### src/timer_compare_rti_pkg.sv
// Purpose: shared constants for the timer compare and periodic tick unit
// Assumes: byte-wide register port, byte addresses as printed
// Notes: pin vectors are indexed 4..0 for port A pins 7..3
package timer_compare_rti_pkg;
  localparam int ADDR_W = 8;
  localparam int DATA_W = 8;
  localparam int CNT_W = 16;
  localparam int NUM_PINS = 5;
  localparam int NUM_CMP = 5;
  // register byte addresses
  localparam logic [7:0] ADDR_PIN_MASK = 8'h0C;
  localparam logic [7:0] ADDR_PIN_DATA = 8'h0D;
  localparam logic [7:0] ADDR_COUNT_HI = 8'h0E;
  localparam logic [7:0] ADDR_COUNT_LO = 8'h0F;
  localparam logic [7:0] ADDR_ACTION_CTRL = 8'h20;
  localparam logic [7:0] ADDR_IRQ_EN1 = 8'h22;
  localparam logic [7:0] ADDR_FLAGS1 = 8'h23;
  localparam logic [7:0] ADDR_IRQ_EN2 = 8'h24;
  localparam logic [7:0] ADDR_FLAGS2 = 8'h25;
  localparam logic [7:0] ADDR_ACC_CTRL = 8'h26;
  // field layouts and reset values
  localparam logic [7:0] PIN_FIELD_MASK = 8'hF8;
  localparam logic [7:0] FLAGS2_MASK = 8'hF0;
  localparam logic [7:0] ACC_CTRL_MASK = 8'h07;
  localparam logic [7:0] REG_RESET = 8'h00;
  localparam logic [15:0] COUNT_RESET = 16'h0000;
  localparam logic [15:0] COUNT_ALL_ONES = 16'hFFFF;
  localparam int PIN_LSB = 3;
  localparam int SHARED_BIT = 3;
  localparam int WRAP_BIT = 7;
  localparam int TICK_BIT = 6;
  localparam int ACC_OVF_BIT = 5;
  localparam int ACC_EDGE_BIT = 4;
  localparam int SELECT_BIT = 2;
  // compare action encodings, mode bit then level bit
  localparam logic [1:0] ACT_NONE = 2'h0;
  localparam logic [1:0] ACT_TOGGLE = 2'h1;
  localparam logic [1:0] ACT_LOW = 2'h2;
  localparam logic [1:0] ACT_HIGH = 2'h3;
  // prescaler terminal counts for divide by 1, 4, 8, 16
  localparam logic [3:0] PRE_LAST_1 = 4'h0;
  localparam logic [3:0] PRE_LAST_4 = 4'h3;
  localparam logic [3:0] PRE_LAST_8 = 4'h7;
  localparam logic [3:0] PRE_LAST_16 = 4'hF;
  // prescaler write window after reset, in bus cycles
  localparam logic [6:0] PRESCALE_WINDOW = 7'h40;
  localparam int TICK_DIV_W = 16;
endpackage

### src/timer_compare_rti_unit.sv
// Purpose: free-running counter, compare pin actions, flags and periodic tick
// Assumes: ref_clk_i is the bus clock; compare values and capture edges come
//   from same-clock logic; reads return data one cycle after the strobe
// Notes: compare registers, capture edge logic and accumulator live outside
//
// Summary of operation
// - mask bits 7..3 let compare one drive the matching port pin.
// - compare one match copies data bits onto masked port pins.
// - mask and data bits 2..0 read zero; both reset to zero.
// - 16-bit counter at prescaled rate, reset to zero, read only.
// - high byte read latches low byte for a low read in the next cycle.
// - mode/level pair: 00 off, 01 toggle, 10 low, 11 high.
// - action byte holds pairs for channels two to five, reset zero.
// - fifth compare acts only while capture/compare select is clear.
// - enable bit beside set flag requests an interrupt.
// - shared bit 3 serves fourth capture or fifth compare by select.
// - writing one clears exactly those flags.
// - compare flag set whenever counter equals compare value.
// - capture flag set on each detected active edge.
// - wrap flag set when counter rolls from all ones to zero.
// - wrap enable requests an interrupt while wrap flag is set.
// - prescaler divides by 1, 4, 8 or 16.
// - prescaler written once, only within 64 cycles of reset.
// - second flag register low nibble reads zero.
// - periodic period is bus clock over 2^13 to 2^16.
// - periodic divider runs freely, never restarted by flag clears.
// - every periodic timeout sets tick flag, may request interrupt.
// - first periodic flag comes one full period after reset.
// - compares checked once per counter value; match sets flag and acts.
// - pin action happens on every match regardless of flag.
// - high byte compare write blocks that compare for one cycle.
//
// Decided for this implementation: the strobed register port.
`timescale 1ns/1ps
module timer_compare_rti_unit
  import timer_compare_rti_pkg::*;
#(
  parameter int TICK_BASE_LOG2 = 13
) (
  input wire logic ref_clk_i,
  input wire logic rst_n_i,
  input wire logic [ADDR_W-1:0] reg_addr_i,
  input wire logic [DATA_W-1:0] reg_wdata_i,
  input wire logic reg_wr_i,
  input wire logic reg_rd_i,
  output logic [DATA_W-1:0] reg_rdata_o,
  input wire logic [CNT_W-1:0] compare1_value_i,
  input wire logic [CNT_W-1:0] compare2_value_i,
  input wire logic [CNT_W-1:0] compare3_value_i,
  input wire logic [CNT_W-1:0] compare4_value_i,
  input wire logic [CNT_W-1:0] compare5_value_i,
  input wire logic [NUM_CMP-1:0] compare_hi_write_i,
  input wire logic [3:0] capture_edge_i,
  input wire logic acc_overflow_event_i,
  input wire logic acc_edge_event_i,
  output logic [NUM_PINS-1:0] port_a_upper_pins_o,
  output logic [NUM_PINS-1:0] port_a_upper_drive_o,
  output logic timer_irq_o
);

  logic [7:0] pin_mask_reg;
  logic [7:0] pin_data_reg;
  logic [7:0] action_ctrl_reg;
  logic [7:0] irq_en1_reg;
  logic [7:0] flags1_reg;
  logic [7:0] irq_en2_reg;
  logic [7:0] flags2_reg;
  logic [7:0] acc_ctrl_reg;
  logic [CNT_W-1:0] count_reg;
  logic [3:0] pre_cnt_reg;
  logic count_adv_reg;
  logic [7:0] lo_buffer_reg;
  logic lo_hold_reg;
  logic [6:0] boot_cnt_reg;
  logic pre_locked_reg;
  logic [TICK_DIV_W-1:0] tick_div_reg;
  logic [NUM_PINS-1:0] pin_level_reg;
  logic [DATA_W-1:0] rdata_reg;
  logic [CNT_W-1:0] cmp_value [NUM_CMP];
  logic [NUM_CMP-1:0] match;
  logic cnt_tick;
  logic periodic_tick;
  logic capture_compare_select;
  logic [7:0] flags1_set;
  logic [7:0] flags2_set;
  logic wr_flags1;
  logic wr_flags2;

  // terminal count of the prescaler for a select value
  function automatic logic [3:0] pre_last(input logic [1:0] sel);
    case (sel)
      2'h0: pre_last = PRE_LAST_1;
      2'h1: pre_last = PRE_LAST_4;
      2'h2: pre_last = PRE_LAST_8;
      default: pre_last = PRE_LAST_16;
    endcase
  endfunction

  // pin action of one mode/level pair on a match
  function automatic logic pin_action(input logic [1:0] act, input logic cur);
    case (act)
      ACT_TOGGLE: pin_action = ~cur;
      ACT_LOW: pin_action = 1'b0;
      ACT_HIGH: pin_action = 1'b1;
      default: pin_action = cur;
    endcase
  endfunction

  assign capture_compare_select = acc_ctrl_reg[SELECT_BIT];
  assign wr_flags1 = reg_wr_i && (reg_addr_i == ADDR_FLAGS1);
  assign wr_flags2 = reg_wr_i && (reg_addr_i == ADDR_FLAGS2);

  // prescaler and free-running counter
  assign cnt_tick = (pre_cnt_reg == pre_last(irq_en2_reg[1:0]));
  always_ff @(posedge ref_clk_i) begin
    if (!rst_n_i) begin
      pre_cnt_reg <= 4'h0;
      count_reg <= COUNT_RESET;
      count_adv_reg <= 1'b0;
    end else begin
      pre_cnt_reg <= cnt_tick ? 4'h0 : pre_cnt_reg + 4'h1;
      if (cnt_tick) begin
        count_reg <= count_reg + 16'h0001;
      end
      count_adv_reg <= cnt_tick;
    end
  end

  // one match per counter value, gated by a high-byte compare write
  assign cmp_value[0] = compare1_value_i;
  assign cmp_value[1] = compare2_value_i;
  assign cmp_value[2] = compare3_value_i;
  assign cmp_value[3] = compare4_value_i;
  assign cmp_value[4] = compare5_value_i;
  genvar gi;
  generate
    for (gi = 0; gi < NUM_CMP; gi++) begin : g_cmp
      assign match[gi] = count_adv_reg && (count_reg == cmp_value[gi])
        && !compare_hi_write_i[gi];
    end
  endgenerate

  // periodic divider never restarts except at reset, so periods do not drift
  assign periodic_tick = &(tick_div_reg | ~((TICK_DIV_W'(1) <<
    (TICK_BASE_LOG2 + int'(acc_ctrl_reg[1:0]))) - TICK_DIV_W'(1)));
  always_ff @(posedge ref_clk_i) begin
    if (!rst_n_i) begin
      tick_div_reg <= '0;
    end else begin
      tick_div_reg <= tick_div_reg + TICK_DIV_W'(1);
    end
  end

  // flag set sources; shared bit picks capture four or compare five
  always_comb begin
    flags1_set = {match[0], match[1], match[2], match[3], 1'b0, capture_edge_i[0],
      capture_edge_i[1], capture_edge_i[2]};
    flags1_set[SHARED_BIT] = capture_compare_select ? capture_edge_i[3]
      : match[4];
    flags2_set = 8'h00;
    flags2_set[WRAP_BIT] = cnt_tick && (count_reg == COUNT_ALL_ONES);
    flags2_set[TICK_BIT] = periodic_tick;
    flags2_set[ACC_OVF_BIT] = acc_overflow_event_i;
    flags2_set[ACC_EDGE_BIT] = acc_edge_event_i;
  end

  // sticky flags: write one clears, a same-cycle event wins over the clear
  always_ff @(posedge ref_clk_i) begin
    if (!rst_n_i) begin
      flags1_reg <= REG_RESET;
      flags2_reg <= REG_RESET;
    end else begin
      flags1_reg <= flags1_set | (flags1_reg & ~(wr_flags1 ? reg_wdata_i
        : 8'h00));
      flags2_reg <= (flags2_set | (flags2_reg & ~(wr_flags2 ? reg_wdata_i
        : 8'h00))) & FLAGS2_MASK;
    end
  end

  // write-once prescaler window
  always_ff @(posedge ref_clk_i) begin
    if (!rst_n_i) begin
      boot_cnt_reg <= 7'h00;
      pre_locked_reg <= 1'b0;
    end else begin
      if (boot_cnt_reg != PRESCALE_WINDOW) begin
        boot_cnt_reg <= boot_cnt_reg + 7'h01;
      end
      if ((boot_cnt_reg == PRESCALE_WINDOW - 7'h01) ||
          (reg_wr_i && reg_addr_i == ADDR_IRQ_EN2)) begin
        pre_locked_reg <= 1'b1;
      end
    end
  end

  // software-written control registers
  always_ff @(posedge ref_clk_i) begin
    if (!rst_n_i) begin
      pin_mask_reg <= REG_RESET;
      pin_data_reg <= REG_RESET;
      action_ctrl_reg <= REG_RESET;
      irq_en1_reg <= REG_RESET;
      irq_en2_reg <= REG_RESET;
      acc_ctrl_reg <= REG_RESET;
    end else if (reg_wr_i) begin
      if (reg_addr_i == ADDR_PIN_MASK) begin
        pin_mask_reg <= reg_wdata_i & PIN_FIELD_MASK;
      end else if (reg_addr_i == ADDR_PIN_DATA) begin
        pin_data_reg <= reg_wdata_i & PIN_FIELD_MASK;
      end else if (reg_addr_i == ADDR_ACTION_CTRL) begin
        action_ctrl_reg <= reg_wdata_i;
      end else if (reg_addr_i == ADDR_IRQ_EN1) begin
        irq_en1_reg <= reg_wdata_i;
      end else if (reg_addr_i == ADDR_IRQ_EN2) begin
        irq_en2_reg[7:4] <= reg_wdata_i[7:4];
        if (!pre_locked_reg) begin
          irq_en2_reg[1:0] <= reg_wdata_i[1:0];
        end
      end else if (reg_addr_i == ADDR_ACC_CTRL) begin
        acc_ctrl_reg <= reg_wdata_i & ACC_CTRL_MASK;
      end
    end
  end

  // pin levels: per-channel pairs first, compare one overrides its pins
  always_ff @(posedge ref_clk_i) begin
    if (!rst_n_i) begin
      pin_level_reg <= '0;
    end else begin
      for (int i = 0; i < NUM_PINS; i++) begin
        if (i == 4) begin
          pin_level_reg[i] <= (match[0] && pin_mask_reg[i+PIN_LSB])
            ? pin_data_reg[i+PIN_LSB] : pin_level_reg[i];
        end else if (match[0] && pin_mask_reg[i+PIN_LSB]) begin
          pin_level_reg[i] <= pin_data_reg[i+PIN_LSB];
        end else if (match[4-i] && (i != 0 || !capture_compare_select)) begin
          pin_level_reg[i] <= pin_action(action_ctrl_reg[2*i+1 -: 2],
            pin_level_reg[i]);
        end
      end
    end
  end

  // a pin is owned while compare one masks it or its pair is connected
  always_comb begin
    port_a_upper_drive_o = pin_mask_reg[7:PIN_LSB];
    for (int i = 0; i < NUM_PINS - 1; i++) begin
      if (action_ctrl_reg[2*i+1 -: 2] != ACT_NONE &&
          (i != 0 || !capture_compare_select)) begin
        port_a_upper_drive_o[i] = 1'b1;
      end
    end
  end
  assign port_a_upper_pins_o = pin_level_reg;

  assign timer_irq_o = (|(irq_en1_reg & flags1_reg))
    || (|(irq_en2_reg & flags2_reg & FLAGS2_MASK));

  // coherent count read: the low byte is frozen for one cycle after the high read
  always_ff @(posedge ref_clk_i) begin
    if (!rst_n_i) begin
      lo_buffer_reg <= 8'h00;
      lo_hold_reg <= 1'b0;
    end else begin
      lo_hold_reg <= reg_rd_i && (reg_addr_i == ADDR_COUNT_HI);
      if (reg_rd_i && reg_addr_i == ADDR_COUNT_HI) begin
        lo_buffer_reg <= count_reg[7:0];
      end
    end
  end

  // read mux; unmapped addresses return zero
  always_ff @(posedge ref_clk_i) begin
    if (!rst_n_i) begin
      rdata_reg <= 8'h00;
    end else if (reg_rd_i) begin
      if (reg_addr_i == ADDR_PIN_MASK) begin
        rdata_reg <= pin_mask_reg;
      end else if (reg_addr_i == ADDR_PIN_DATA) begin
        rdata_reg <= pin_data_reg;
      end else if (reg_addr_i == ADDR_COUNT_HI) begin
        rdata_reg <= count_reg[15:8];
      end else if (reg_addr_i == ADDR_COUNT_LO) begin
        rdata_reg <= lo_hold_reg ? lo_buffer_reg : count_reg[7:0];
      end else if (reg_addr_i == ADDR_ACTION_CTRL) begin
        rdata_reg <= action_ctrl_reg;
      end else if (reg_addr_i == ADDR_IRQ_EN1) begin
        rdata_reg <= irq_en1_reg;
      end else if (reg_addr_i == ADDR_FLAGS1) begin
        rdata_reg <= flags1_reg;
      end else if (reg_addr_i == ADDR_IRQ_EN2) begin
        rdata_reg <= irq_en2_reg;
      end else if (reg_addr_i == ADDR_FLAGS2) begin
        rdata_reg <= flags2_reg;
      end else if (reg_addr_i == ADDR_ACC_CTRL) begin
        rdata_reg <= acc_ctrl_reg;
      end else begin
        rdata_reg <= 8'h00;
      end
    end
  end
  assign reg_rdata_o = rdata_reg;

  // checks
  property p_wrap_flag;
    @(posedge ref_clk_i) disable iff (!rst_n_i)
    (cnt_tick && count_reg == COUNT_ALL_ONES)
      |=> (flags2_reg[WRAP_BIT] && count_reg == COUNT_RESET);
  endproperty
  a_wrap_flag: assert property (p_wrap_flag) else $error("wrap flag missed");
  property p_w1c;
    @(posedge ref_clk_i) disable iff (!rst_n_i)
    (wr_flags1 && reg_wdata_i[7] && !flags1_set[7]) |=> !flags1_reg[7];
  endproperty
  a_w1c: assert property (p_w1c) else $error("flag not cleared by one");
  property p_zero_keeps;
    @(posedge ref_clk_i) disable iff (!rst_n_i)
    (wr_flags1 && !reg_wdata_i[7] && flags1_reg[7]) |=> flags1_reg[7];
  endproperty
  a_zero_keeps: assert property (p_zero_keeps) else $error("flag lost on zero write");
  property p_mask_low_zero;
    @(posedge ref_clk_i) disable iff (!rst_n_i)
    (reg_rd_i && reg_addr_i == ADDR_PIN_MASK) |=> (reg_rdata_o[2:0] == 3'h0);
  endproperty
  a_mask_low_zero: assert property (p_mask_low_zero) else $error("mask low bits set");

  property p_coherent;
    @(posedge ref_clk_i) disable iff (!rst_n_i)
    (reg_rd_i && reg_addr_i == ADDR_COUNT_HI) ##1 (reg_rd_i && reg_addr_i == ADDR_COUNT_LO)
      |=> (reg_rdata_o == $past(count_reg[7:0], 2));
  endproperty
  a_coherent: assert property (p_coherent) else $error("count read not coherent");
  property p_pre_lock;
    @(posedge ref_clk_i) disable iff (!rst_n_i)
    pre_locked_reg |=> $stable(irq_en2_reg[1:0]);
  endproperty
  a_pre_lock: assert property (p_pre_lock) else $error("prescaler changed after lock");
  property p_irq;
    @(posedge ref_clk_i) disable iff (!rst_n_i)
    (|(irq_en1_reg & flags1_set)) && !(reg_wr_i && reg_addr_i == ADDR_IRQ_EN1)
      |=> timer_irq_o;
  endproperty
  a_irq: assert property (p_irq) else $error("enabled flag gives no request");
  property p_bcast_pin;
    @(posedge ref_clk_i) disable iff (!rst_n_i)
    (match[0] && pin_mask_reg[7]) |=> (port_a_upper_pins_o[4] == $past(pin_data_reg[7]));
  endproperty
  a_bcast_pin: assert property (p_bcast_pin) else $error("broadcast data not on pin");

  property p_toggle;
    @(posedge ref_clk_i) disable iff (!rst_n_i)
    (match[1] && action_ctrl_reg[7:6] == ACT_TOGGLE && !(match[0] && pin_mask_reg[6]))
      |=> (port_a_upper_pins_o[3] != $past(port_a_upper_pins_o[3]));
  endproperty
  a_toggle: assert property (p_toggle) else $error("toggle action missed");
  property p_tick_flag;
    @(posedge ref_clk_i) disable iff (!rst_n_i)
    periodic_tick |=> flags2_reg[TICK_BIT];
  endproperty
  a_tick_flag: assert property (p_tick_flag) else $error("periodic flag missed");

  c_match_irq: cover property (@(posedge ref_clk_i) disable iff (!rst_n_i)
    match[0] ##1 timer_irq_o);
  c_wrap: cover property (@(posedge ref_clk_i) disable iff (!rst_n_i) flags2_set[WRAP_BIT]);
  c_tick: cover property (@(posedge ref_clk_i) disable iff (!rst_n_i) periodic_tick);
  c_set_clear: cover property (@(posedge ref_clk_i) disable iff (!rst_n_i)
    wr_flags1 && reg_wdata_i[7] && flags1_set[7]);

endmodule

### config.mk
export PLATFORM = sky130hd
export DESIGN_NAME = timer_compare_rti_unit
export DESIGN_NICKNAME = d
export VERILOG_FILES = /design/src/timer_compare_rti_pkg.sv /design/src/timer_compare_rti_unit.sv
export SDC_FILE = /design/constraint.sdc
export NUM_CORES = 1
export LEC_CHECK = 0
export BUFFER_PORTS_ARGS = -buffer_cell sky130_fd_sc_hd__buf_4
export CAP_MARGIN = 10
export CORE_MARGIN = 3
export CORE_UTILIZATION = 35
export DETAILED_ROUTE_END_ITERATION = 10
export SYNTH_ARGS = -nofsm -noshare
export SYNTH_HDL_FRONTEND = slang
export SYNTH_SLANG_ARGS = --single-unit
### constraint.sdc
create_clock -name ref_clk_i -period 3.3 [get_ports ref_clk_i]
set_clock_uncertainty 0.1 [all_clocks]
set_input_delay 0.165 -clock ref_clk_i [delete_from_list [all_inputs] [get_ports ref_clk_i]]
set_output_delay 0.165 -clock ref_clk_i [all_outputs]
set_load 0.01 [all_outputs]
* Yosys cells after proc, flatten, opt, wreduce, memory -nomap -nowiden *
Cells that the tools add are included.

operators by class
  reductions and logical operators = 58
  muxes and demuxes = 31
  add/sub/neg operators = 6
  equal/unequal tests = 33
  shift operators = 1
  bitwise gates (word level) = 21

operator list
  operator                                                               count
  8-bit two-way mux                                                      12
  16-bit equality test                                                   5
  8-bit by 6-bit equality test with 1-bit output, second input constant  6
  16-bit by 1-bit adder with 16-bit output, second input constant        2
  8-bit AND                                                              4
  8-bit by 4-bit equality test with 1-bit output, second input constant  4
  1-bit logical AND                                                      22
  2-bit equality test, second input constant                             9
  16-bit equality test, second input constant                            1
  16-bit inverter                                                        1
  8-bit inverter                                                         2
  16-bit bitwise OR                                                      1
  8-bit bitwise OR                                                       2
  16-bit AND reduction                                                   1
  2-bit nonzero test                                                     8
  4-bit nonzero test                                                     4
  1-bit by 5-bit << shifter with 16-bit output, first input constant     1
  16-bit by 1-bit subtractor with 16-bit output, second input constant   1
  7-bit AND reduction                                                    2
  1-bit two-way mux                                                      13
  1-bit case mux with 3 select lines                                     4
  4-bit case mux with 3 select lines                                     1
  1-bit inverter                                                         11
  2-bit by 1-bit equality test with 1-bit output, second input constant  5
  other kinds (18)                                                       28

storage, ports and cells
  bits in registers = 118
  logic and storage cells = 174
  input bits = 111

* Logic depth before layout (Yosys ltp) *
Gate-level depths: netlist of the first run.

  depth in word-level cells = 11
  mapped depth = 8
  gate-level depth less buffers = 7

* Worst setup path after synthesis of the first run *
Ideal clock, no wire load.

  path kind = flip-flop to flip-flop
  from = register count_reg[4]
  to = register pin_level_reg[3] (netlist: port_a_upper_pins_o[3])
  library setup time = 0.116 ns
  required time = 3.084 ns
  arrival = 1.746 ns
  slack = 1.338 ns
  path buffers = 1
  cell stages (with the launch flop) = 8
  period minus slack after synthesis = 1.962 ns
  cells stage by stage = dfxtp_1 > buf_1 > xnor2_1 > nand4_1 > nor4_1 > mux2i_1 > nand3_1 > o211a_1

between the ends
  word-level cells in the longest chain between the ends = 6

ends and longest elaborated chain
  item                                                                              RTL line                       text
  start, declared                                                                   timer_compare_rti_unit.sv:69   logic [CNT_W-1:0] count_reg;
  start signal, assigned                                                            timer_compare_rti_unit.sv:123  count_reg <= count_reg + 16'h0001;
  16-bit equality test                                                              timer_compare_rti_unit.sv:138  assign match[gi] = count_adv_reg && (count_reg == cmp_value[gi])
  1-bit logical AND                                                                 timer_compare_rti_unit.sv:138
  1-bit logical AND                                                                 timer_compare_rti_unit.sv:139  && !compare_hi_write_i[gi];
  1-bit logical AND                                                                 timer_compare_rti_unit.sv:234  end else if (match[0] && pin_mask_reg[i+PIN_LSB]) begin
  4-bit nonzero test (no source line) / 2-bit nonzero test (equally long branches)  n/a
  2-bit AND reduction (no source line)                                              n/a
  end signal, assigned by index                                                     timer_compare_rti_unit.sv:232  pin_level_reg[i] <= (match[0] && pin_mask_reg[i+PIN_LSB])
  end signal, assigned by index                                                     timer_compare_rti_unit.sv:235  pin_level_reg[i] <= pin_data_reg[i+PIN_LSB];
  end signal, assigned by index                                                     timer_compare_rti_unit.sv:237  pin_level_reg[i] <= pin_action(action_ctrl_reg[2*i+1 -: 2],
  end, declared                                                                     timer_compare_rti_unit.sv:77   logic [NUM_PINS-1:0] pin_level_reg;

Several ways; a longest one is shown, not always the timed one.
A chain may end at the register's enable or synchronous reset.

* Worst setup path in the final report of the first run *
  from = register count_reg[3]
  to = register pin_level_reg[0] (netlist: port_a_upper_pins_o[0])

between the ends
  word-level cells in the longest chain between the ends = 6

ends and longest elaborated chain
  item                                                                              RTL line
  16-bit equality test                                                              timer_compare_rti_unit.sv:138
  1-bit logical AND                                                                 timer_compare_rti_unit.sv:138
  1-bit logical AND                                                                 timer_compare_rti_unit.sv:139
  1-bit logical AND (on tied branches)                                              timer_compare_rti_unit.sv:234, timer_compare_rti_unit.sv:236
  4-bit nonzero test (no source line) / 2-bit nonzero test (equally long branches)  n/a
  2-bit AND reduction (no source line)                                              n/a

Several ways; a longest one is shown, not always the timed one.

==> metrics.csv, run 1 <==
stage,metric,value,unit
sta,setup-violations-final,0,
drt,wire_per_inst,17.52,microns
drt,drtIter0Drc,376,
pwr,ir_drop,0.3566,mV
worst_setup_path,crit_path_end_kind,flop,
grt,grt_max_degree,58,
drt,drt_wl_total,20450,microns
clock_network,cts_tree,done,
sta,timing.final.crit_share,73.40,%
synth,synth-seq-area-share,34.98,%
synth,synth_fp_nets,925,
die,rows,49,
flow_run,drv_cap,0,
grt,grt_overflow,0,
sta,tns,0,ns
cells_and_area,layout_commonest_cell,buf_4,
worst_setup_path,critPathMaxFanout,11,
worst_setup_path,r2r-end,port_a_upper_pins_o[0],
clock_network,numCtsBuffers,17,
synth,synth.ff_latch_count,114,
drt,antenna_left,0,
die,core,18150,sq um
cells_and_area,drive_above_1_share,20.26,%
die,io_pins,130,
drt,first_pass_iters,5,
worst_hold_path,min_from,compare_hi_write_i[0],
grt,antenna_found_initial,0,
worst_hold_path,hold_path_depth,5,
grt,grt_pass1_vias,5920,
sta,drv_slew,0,
synth,syn_area_per_cell,8.146,sq um
die,start_util,35.96,%
sta,fmax,0.4129,GHz
drt,drt-vias-per-instance,5.314,
run_status,status,"finished, final reports clean",
placement,portBuffers,129,
synth,synth_edf_count,0,
clock_network,cts.sink_count,114,
cells_and_area,finalNetCount,1049,
synth,syn_inst,801,
die,fp.dieArea,20320,sq um
clock_network,post-cts-setup-buffers,0,
worst_setup_path,criticalPathCategory,flop to flop,
pwr,total_power,3560,uW
worst_setup_path,worst_ep_arrival_time,2.64,ns
worst_setup_path,r2r_start,count_reg[3],
cells_and_area,syn2layout_area_growth,28.74,%
sta,period_minus_slack,2.422,ns
grt,track_usage,19.94,%
synth,synthDistinctLibCells,57,
worst_setup_path,reg2reg_depth,6,
synth,async_flop_share,0,%
worst_setup_path,r2r_setup_slack,0.88,ns
sta,tightest_slew,1.112,ns
cells_and_area,layout_common_cells,"buf_4, dfxtp_1, nand2_1",
drt,vias,6202,
grt,grt_pass1_wl,31660,microns
clock_network,htree_levels,4,
sta,hold_violations,0,
worst_setup_path,cp-start-kind,flop,
drt,route.detailed.drc,0,
die,dieHeight,142.5,microns
placement,dp_hpwl,14940,microns
pwr,leakage,0.003191,uW
sta,maxSlewHeadroom,25.56,%
clock_network,cts_root_buf,clkbuf_16,
clock_network,clk_transition_reported_paths,0.06,ns
worst_hold_path,min_to,port_a_upper_pins_o[2],
clock_network,clock_latency,0.42,ns
worst_setup_path,cp.required,3.51,ns
worst_hold_path,hold_path_class,input port to flop,
synth,syn_area,6525,sq um
synth,yosysWarningCount,0,
pwr,p_per_area,423.8,nW/um^2
die,die_w,142.5,microns
clock_network,clk_path_buf_depth,2,
synth,yosys_most_used_dff,dfxtp_1,
cells_and_area,diodes,0,
placement,routabilityCongestion,0.8463,
sta,rsz0062_at_grt,false,
[report_power, final]
group / internal [uW] / leakage (uW) / switching [uW] / total [uW]
sequential: 1390 / 0.000922 / 24.9 / 1420
combinational: 175 / 0.00199 / 154 / 329
clock: 1150 / 0.000282 / 662 / 1810
[cell families after synthesis]
group / Yosys count / synth area share [%]
flip-flops: 114 / 34.98
AO/OA/AOI/OAI: 147 / 13.86
AND/OR/NAND/NOR: 308 / 22.72
adder cells (fa/ha/maj): 13 / 2.493
multiplexers: 47 / 7.594
XOR/XNOR: 102 / 13.81
buffers and inverters: 70 / 4.545
[stage by stage]
step	hold slack [ns]	cells	area [sq um]	util [%]	setup slack, ns
floorplan	0.1824	801	6525	-	1.338
global placement	0.2698	1117	7631	42.05	0.9545
detailed placement	0.2804	1117	7631	42.05	0.8991
CTS	0.1145	1167	8401	46.29	0.8953
global route	0.1389	1167	8401	46.29	0.7230
finish	0.1246	1167	8401	46.29	0.8779
[cell usage after synthesis, types with 3 or more instances]
master	n	area, sq um
a22oi_1	4	30.03
a221oi_1	4	35.03
a32oi_1	4	35.03
and2_1	3	18.77
and3_1	7	43.79
nand2_1	99	371.6
inv_1	19	71.32
a22o_1	10	87.58
or4_1	3	22.52
nor3_1	12	60.06
nor3_2	3	30.03
a21oi_1	64	320.3
xor2_1	52	455.4
ha_1	13	162.7
a31oi_1	5	31.28
dfxtp_1	114	2282
nor2_1	80	300.3
o21ai_0	30	150.1
nor2b_1	5	31.28
nand2b_1	4	25.02
o211ai_1	3	22.52
or3_1	16	100.1
clkbuf_1	25	93.84
mux2_2	10	112.6
and4_1	3	26.28
xnor2_1	49	429.2
o31ai_1	7	52.55
nor4_1	14	87.58
buf_1	7	26.28
nand3_1	34	170.2
mux2i_1	36	360.4
nand4_1	14	87.58
buf_2	15	75.07
[final cells by class]
class / instances / area [sq um]
Clock buffer: 20 / 456.7
Clock inverter: 12 / 132.6
Fill cell: 1794 / 9747
Inverter: 20 / 75.07
Multi-Input combinational cell: 617 / 3946
Sequential cell: 114 / 2282
Tap cell: 229 / 286.5
Timing Repair Buffer: 155 / 1221
[routing by layer]
layer	track usage, %	share of wire [%]	up-vias	routed length [microns]
met3	4.267	5.6	40	1152
met4	7.554	2.7	0	543
met2	32.69	48	196	9858
met5	0	0	-	0
met1	25.76	44	2918	8897
li1	-	-	3048	-
[critical path, stage by stage, from the launching register on]
cell and delay [ns]:
dfxtp_1 0.68, xor2_1 0.14, nor4_1 0.44, nand4_1 0.20
nor4_1 0.38, mux2i_1 0.13, a211oi_1 0.26
[repair_timing]
item / 4_1_cts / 5_1_grt
hold endpoints to repair: 49 / 0
resized for setup: 0 / 0
hold buffers: 18 / 0
[worst max-delay path by stage]
stage / start / endpoint / slack [ns]
finish: count_reg[3] / port_a_upper_pins_o[0] / 0.88
global route: count_reg[3] / port_a_upper_pins_o[0] / 0.72
CTS: count_reg[11] / flags1_reg[6] / 0.90
detailed placement: reg_addr_i[0] / irq_en2_reg[1] / 0.90
global placement: count_reg[3] / port_a_upper_pins_o[0] / 0.95
floorplan: count_reg[4] / port_a_upper_pins_o[3] / 1.34
(Power assumes the default switching activity.)
==> inputs of run 2 (changes only) <==
==> constraint.sdc (replaced) <==
create_clock -name ref_clk_i -period 2.2 [get_ports ref_clk_i]
set_clock_uncertainty 0.1 [all_clocks]
set_input_delay 0.11 -clock ref_clk_i [delete_from_list [all_inputs] [get_ports ref_clk_i]]
set_output_delay 0.11 -clock ref_clk_i [all_outputs]
set_load 0.01 [all_outputs]
==> run 2 against run 1 <==
Critical path depth increased by 1. Sequential power increased by 49%. Worst hold slack got worse by 0.10 ns. Via count increased by 0.18%. Global-route usage increased by 0.21 points. Register-to-register slack got worse by 0.73 ns. Count of clock-buffer cells in the layout unchanged. Core utilization increased by 1.8 points. Die area unchanged. Worst setup slack got worse by 0.73 ns. Non-clock buffer count increased by 41. Largest power group unchanged.
==> metrics.csv, run 2 (synthesis results as in run 1) <==
stage,metric,value,unit,change
run_status,status,"finished, final reports clean",,
clock_network,numCtsBuffers,17,,unchanged
drt,wire_per_inst,17.05,microns,-2.7%
worst_setup_path,criticalPathCategory,flop to flop,,
grt,grt_pass1_vias,6072,,+2.6%
clock_network,cts_root_buf,clkbuf_16,,
die,fp.dieArea,20320,sq um,unchanged
cells_and_area,finalNetCount,1090,,+3.9%
cells_and_area,stdcell_count,1207,,+3.4%
clock_network,post-cts-setup-buffers,0,,unchanged
die,io_pins,130,,unchanged
placement,dp_cells,1155,,+3.4%
pwr,leakage,0.003410,uW,+6.9%
grt,grt_overflow,0,,unchanged
cells_and_area,layout_commonest_cell,buf_4,,
sta,fmax,0.4865,GHz,+18%
clock_network,htree_levels,4,,unchanged
grt,track_usage,20.16,%,+0.21 points
cells_and_area,diodes,0,,unchanged
sta,drv_slew,0,,unchanged
sta,setup-violations-final,0,,unchanged
worst_setup_path,r2r_start,count_reg[5],,
sta,rsz0062_at_grt,false,,
grt,grt_pass1_wl,32090,microns,+1.3%
worst_setup_path,cp.required,2.45,ns,-1.06 ns
placement,placed_area,7916,sq um,+3.7%
sta,timing.final.crit_share,93.44,%,+20 points
clock_network,clk_path_buf_depth,2,,unchanged
worst_hold_path,hold_path_depth,4,,-1
sta,tns,0,ns,unchanged
cells_and_area,n_fill_cell,1820,,+1.4%
drt,route.detailed.drc,0,,unchanged
drt,first_pass_iters,5,,unchanged
drt,drtIter0Drc,316,,-16%
clock_network,clk_transition_reported_paths,0.05,ns,about the same
sta,tightest_slew,0.4961,ns,-0.6163 ns
flow_run,drv_cap,0,,unchanged
worst_setup_path,worst_ep_arrival_time,2.30,ns,-0.34 ns
placement,dp_hpwl,15330,microns,+2.6%
cells_and_area,layout_common_cells,"buf_4, dfxtp_1, nand2_1",,
clock_network,cts.sink_count,114,,unchanged
cells_and_area,drive_above_1_share,23.11,%,+2.9 points
sta,hold_violations,0,,unchanged
die,start_util,35.96,%,unchanged
grt,antenna_found_initial,0,,unchanged
drt,antenna_left,0,,unchanged
die,die_w,142.5,microns,unchanged
die,dieHeight,142.5,microns,unchanged
worst_setup_path,r2r-end,count_reg[15],,
worst_setup_path,r2r_setup_slack,0.14,ns,-0.73 ns
grt,grt_max_degree,84,,+45%
worst_setup_path,endpoint,count_reg[15],,
die,core,18150,sq um,unchanged
placement,portBuffers,129,,unchanged
worst_setup_path,reg2reg_depth,7,,+1
clock_network,clock_latency,0.42,ns,about the same
cells_and_area,final_area,8728,sq um,+3.9%
drt,vias,6213,,+0.18%
worst_setup_path,critPathMaxFanout,10,,-1
sta,maxSlewHeadroom,66.93,%,+41 points
placement,routabilityCongestion,0.8344,,-1.4%
pwr,total_power,5481,uW,+54%
pwr,ir_drop,0.5883,mV,+65%
sta,whs,0.02369,ns,-0.1009 ns
worst_setup_path,cp-start-kind,flop,,
pwr,p_per_area,628.0,nW/um^2,+48%
die,rows,49,,unchanged
drt,drt-vias-per-instance,5.147,,-3.1%
sta,period_minus_slack,2.056,ns,-0.3665 ns
clock_network,cts_tree,done,,
worst_setup_path,crit_path_end_kind,flop,,
worst_setup_path,worstSetupStartpoint,count_reg[5],,
drt,drt_wl_total,20580,microns,+0.62%
worst_hold_path,hold_path_class,input port to flop,,
cells_and_area,syn2layout_area_growth,33.77,%,
-- run 2: layout make-up --
cell class | count | area [sq um] | share of cell area, %
inverter | 20 | 75.07 | 0.8601
tap | 229 | 286.5 | 3.283
multi-input combinational | 617 | 3948 | 45.23
clock inverter | 11 | 162.7 | 1.864
sequential | 114 | 2283 | 26.16
timing repair buffer | 196 | 1536 | 17.60
clock buffer | 20 | 436.7 | 5.003
-- run 2: worst max-delay path, stage by stage, from the launching register on --
cell	delay, ns
dfxtp_1	0.43
buf_4	0.22
nand4_1	0.13
nor2_1	0.15
and2_1	0.18
nand3_1	0.13
or4_1	0.49
a21oi_1	0.15
-- run 2: through the flow --
step / setup WS, ns / util, %
after floorplan: 0.2380 / -
after CTS: 0.07699 / 48.08
after global routing: 0.0007778 / 48.10
final: 0.1444 / 48.10
after global placement: 0.1470 / 43.62
after detailed placement: 0.1016 / 43.62
-- run 2: metal layers --
layer	up-vias	part of all wire, %	global-route usage (%)
met5	-	0	0
met4	0	1.7	6.503
met3	23	5.3	4.234
met2	157	49	34.20
met1	2904	45	25.57
li1	3129	-	-
-- run 2: how the worst min path moves through the flow --
stage,start,endpoint
floorplan,capture_edge_i[2],flags1_reg[0]
detailed placement,acc_overflow_event_i,flags2_reg[5]
global placement,capture_edge_i[0],flags1_reg[2]
finish,compare2_value_i[10],flags1_reg[6]
CTS,compare2_value_i[10],flags1_reg[6]
global route,compare2_value_i[10],flags1_reg[6]
-- run 2: what timing repair did --
item                                   in CTS  in global routing
setup endpoints to repair                   0                  1
gates resized for setup                     0                  2
hold buffers                               21                  0
endpoints found under the hold margin      63                  0
-- run 2: where the power goes --
part	switching (uW)	total, uW	internal [uW]
sequential	25.8	2120	2090
clock	964	2840	1880
combinational	249	524	275
==> inputs of run 3 (changes only) <==
--- a/config.mk
+++ b/config.mk
@@ -5,6 +5,7 @@
 export SDC_FILE = /design/constraint.sdc
 export NUM_CORES = 1
 export LEC_CHECK = 0
+export ABC_AREA = 1
 export BUFFER_PORTS_ARGS = -buffer_cell sky130_fd_sc_hd__buf_4
 export CAP_MARGIN = 10
 export CORE_MARGIN = 3
==> run 3 against run 2 <==
Final area rose by 7.0%. Fmax increased by 3.1%. Clock power barely moved. Critical endpoint is now port_a_upper_pins_o[4]. Core utilization decreased by 2.1 points. Synthesized cell count is 38% higher. Sequential power hardly changed. Via count rose by 26%. Critical path type unchanged.
==> metrics.csv, run 3 <==
stage,metric,value,unit,change
run_status,status,"finished, final reports clean",,
placement,place_ws,0.1745,ns,+0.07292 ns
die,rows,52,,+6.1%
drt,vias,7814,,+26%
pwr,switching_share,25.13,%,+2.5 points
sta,period_minus_slack,1.994,ns,-0.06170 ns
pwr,combPwrFrac,10.9,%,+1.3 points
die,core,20300,sq um,+12%
synth,synthMuxAreaShare,0,%,-7.6 points
pwr,p_clk_share,51.0,%,-0.8 points
grt,grt_pass1_vias,7276,,+20%
grt,grt_overflow,0,,unchanged
worst_hold_path,hold_path_depth,6,,+2
sta,fmax,0.5015,GHz,+3.1%
synth,synth_compound_gate_area_share,15.50,%,+1.6 points
die,die_w,150.1,microns,+5.3%
grt,antenna_found_initial,0,,unchanged
pwr,p_per_area,594.8,nW/um^2,-5.3%
clock_network,clk_path_buf_depth,2,,unchanged
sta,drv_slew,0,,unchanged
cells_and_area,finalNetCount,1384,,+27%
synth,syn_area,7266,sq um,+11%
worst_setup_path,r2r_start,count_reg[9],,
sta,rsz0062_at_grt,false,,
drt,antenna_left,0,,unchanged
synth,synth_fa_ha_area_share,2.239,%,-0.25 points
pwr,p_int,4159,uW,-2.0%
clock_network,cts_tree,done,,
drt,drt-vias-per-instance,5.064,,-1.6%
cells_and_area,finish.utilization,46.01,%,-2.1 points
die,start_util,35.79,%,-0.16 points
clock_network,clock_latency,0.42,ns,about the same
worst_setup_path,cp-start-kind,flop,,
sta,setup-violations-final,0,,unchanged
synth,ys_top_cells_by_area,"dfxtp_1, nand2_1, a21oi_1",,
worst_hold_path,hold_path_class,input port to flop,,
synth,syn_area_per_cell,6.569,sq um,-19%
drt,route.detailed.drc,0,,unchanged
drt,drt_wl_total,25600,microns,+24%
worst_setup_path,critPathMaxFanout,9,,-1
synth,synth_fp_nets,1230,,+33%
pwr,ir_drop,0.5296,mV,-10%
synth,post-synth-top-count-cell,nand2_1,,
grt,track_usage,22.67,%,+2.5 points
clock_network,numCtsBuffers,17,,unchanged
worst_setup_path,reg2reg_depth,8,,+1
pwr,netSwitchingPower,1396,uW,+13%
pwr,leakage,0.003969,uW,+16%
worst_setup_path,r2r-end,port_a_upper_pins_o[4],,
placement,dp_hpwl,20330,microns,+33%
die,io_pins,130,,unchanged
synth,synth.ff_latch_count,114,,unchanged
worst_setup_path,criticalPathCategory,flop to flop,,
synth,async_flop_share,0,%,unchanged
synth,synth_top_family_by_area,simple AND/OR/NAND/NOR gates,,
drt,drtIter0Drc,577,,+83%
synth,synthDistinctLibCells,48,,-16%
cells_and_area,syn2layout_area_growth,28.53,%,
placement,routabilityCongestion,0.9530,,+14%
flow_run,drv_cap,0,,unchanged
synth,synthTopCellsByCount,"nand2_1, inv_1, dfxtp_1",,
clock_network,clk_transition_reported_paths,0.06,ns,about the same
synth,synth-simple-area-share,33.82,%,+11 points
cells_and_area,diodes,0,,unchanged
synth,synthXorXnorAreaFrac,6.268,%,-7.5 points
drt,first_pass_iters,6,,+1
worst_setup_path,r2r_setup_slack,0.21,ns,+0.06 ns
placement,portBuffers,129,,unchanged
synth,yosys_most_used_dff,dfxtp_1,,
worst_hold_path,min_from,compare2_value_i[15],,
clock_network,cts.sink_count,114,,unchanged
sta,timing.final.crit_share,90.63,%,-2.8 points
grt,grt_pass1_wl,39240,microns,+22%
worst_setup_path,crit_path_end_kind,flop,,
worst_setup_path,cp.required,2.44,ns,about the same
drt,wire_per_inst,16.59,microns,-2.7%
worst_setup_path,worst_ep_arrival_time,2.24,ns,-0.06 ns
sta,postLayoutSetupSlackWorst,0.2061,ns,+0.06170 ns
sta,tightest_slew,0.5432,ns,+0.04706 ns
cells_and_area,layout_common_cells,"nand2_1, buf_4, inv_1",,
sta,tns,0,ns,unchanged
die,fp.dieArea,22520,sq um,+11%
synth,syn_inst,1106,,+38%
synth,synth_edf_count,0,,unchanged
cells_and_area,drive_above_1_share,19.80,%,-3.3 points
sta,hold_violations,0,,unchanged
grt,grt_max_degree,40,,-52%
synth,synth_top_area_share,31.41,%,-3.6 points
pwr,seq_power_share,38.2,%,-0.4 points
synth,synth_area_leader_cell,dfxtp_1,,
clock_network,cts_root_buf,clkbuf_16,,
worst_hold_path,min_to,flags1_reg[6],,
sta,maxSlewHeadroom,63.74,%,-3.2 points
cells_and_area,layout_commonest_cell,nand2_1,,
synth,synth-seq-area-share,31.41,%,-3.6 points
synth,yosysWarningCount,0,,unchanged
clock_network,htree_levels,4,,unchanged
die,dieHeight,150.1,microns,+5.3%
run 3: cell types whose count changed after synthesis, moves of 26 or more:
cell,previous run,this run
a21oi_1,64,106
inv_1,19,124
mux2i_1,36,0
nand2_1,99,239
nand3_1,34,60
nor2_1,80,106
o21ai_0,30,83
run 3: logic make-up (layout without fill, tap and decap cells):
logic type,after synthesis,in the layout
AOI/OAI and AO/OA,214,214
and+or+nand+nor,531,531
buffers and inverters,182,349
DFF,114,114
xor gates and xnor gates,52,52
adders and majority gates,13,13
run 3: how the worst max path moves through the flow:
stage | start | to | slack [ns] | cells after the start
floorplan | tick_div_reg[0] | tick_div_reg[12] | 0.60 | 10
global placement | reg_addr_i[3] | lo_buffer_reg[1] | 0.23 | 10
detailed placement | count_reg[9] | port_a_upper_pins_o[4] | 0.17 | 8
CTS | count_reg[9] | port_a_upper_pins_o[4] | 0.18 | 8
global route | count_reg[9] | port_a_upper_pins_o[3] | 0.01 | 8
finish | count_reg[9] | port_a_upper_pins_o[4] | 0.21 | 8
run 3: critical path: stages (launching register included):
cell	delay (ns)
dfxtp_1	0.61
inv_4	0.14
nand2_2	0.10
nand4_1	0.15
nor3_4	0.34
nand3_2	0.16
nor2_2	0.14
nor2_1	0.06
a211oi_2	0.13
run 3: cell type report:
type / instances / area (sq um)
fillers: 2141 / 10960
multi-input cells: 810 / 4202
flip-flops and latches: 114 / 2282
repair buffers: 173 / 1356
inverters: 144 / 553.0
clock buffers: 17 / 425.4
well taps: 270 / 337.8
clock inverters: 15 / 182.7
run 3: routing by layer:
metal	wire length, microns	GRT usage [%]
met5	0	0
met4	673	7.640
met2	11580	37.10
met3	1869	4.543
met1	11470	29.84
run 3: repair_timing:
item,CTS,global route
setup buffers,0,0
hold buffers,18,0
hold endpoints to repair,53,0
resized for setup,0,0
run 3: metrics by stage:
stage / std cells / total power, uW / hold WS, ns / instance area [sq um]
after global placement: 1493 / 2743 / 0.2656 / 8551
after floorplan: 1106 / 2445 / 0.1440 / 7266
after detailed placement: 1493 / 2737 / 0.2681 / 8551
after CTS: 1543 / 5602 / 0.03240 / 9339
after global routing: 1543 / 5770 / 0.06696 / 9339
final: 1543 / 5555 / 0.04913 / 9339
run 3: power groups by stage:
stage | combinational [uW] | sequential, uW | clock, uW
finish | 604 | 2120 | 2830
global route | 667 | 2120 | 2980
CTS | 601 | 2120 | 2880
detailed placement | 573 | 2160 | 0
global placement | 580 | 2160 | 0
floorplan | 295 | 2150 | 0
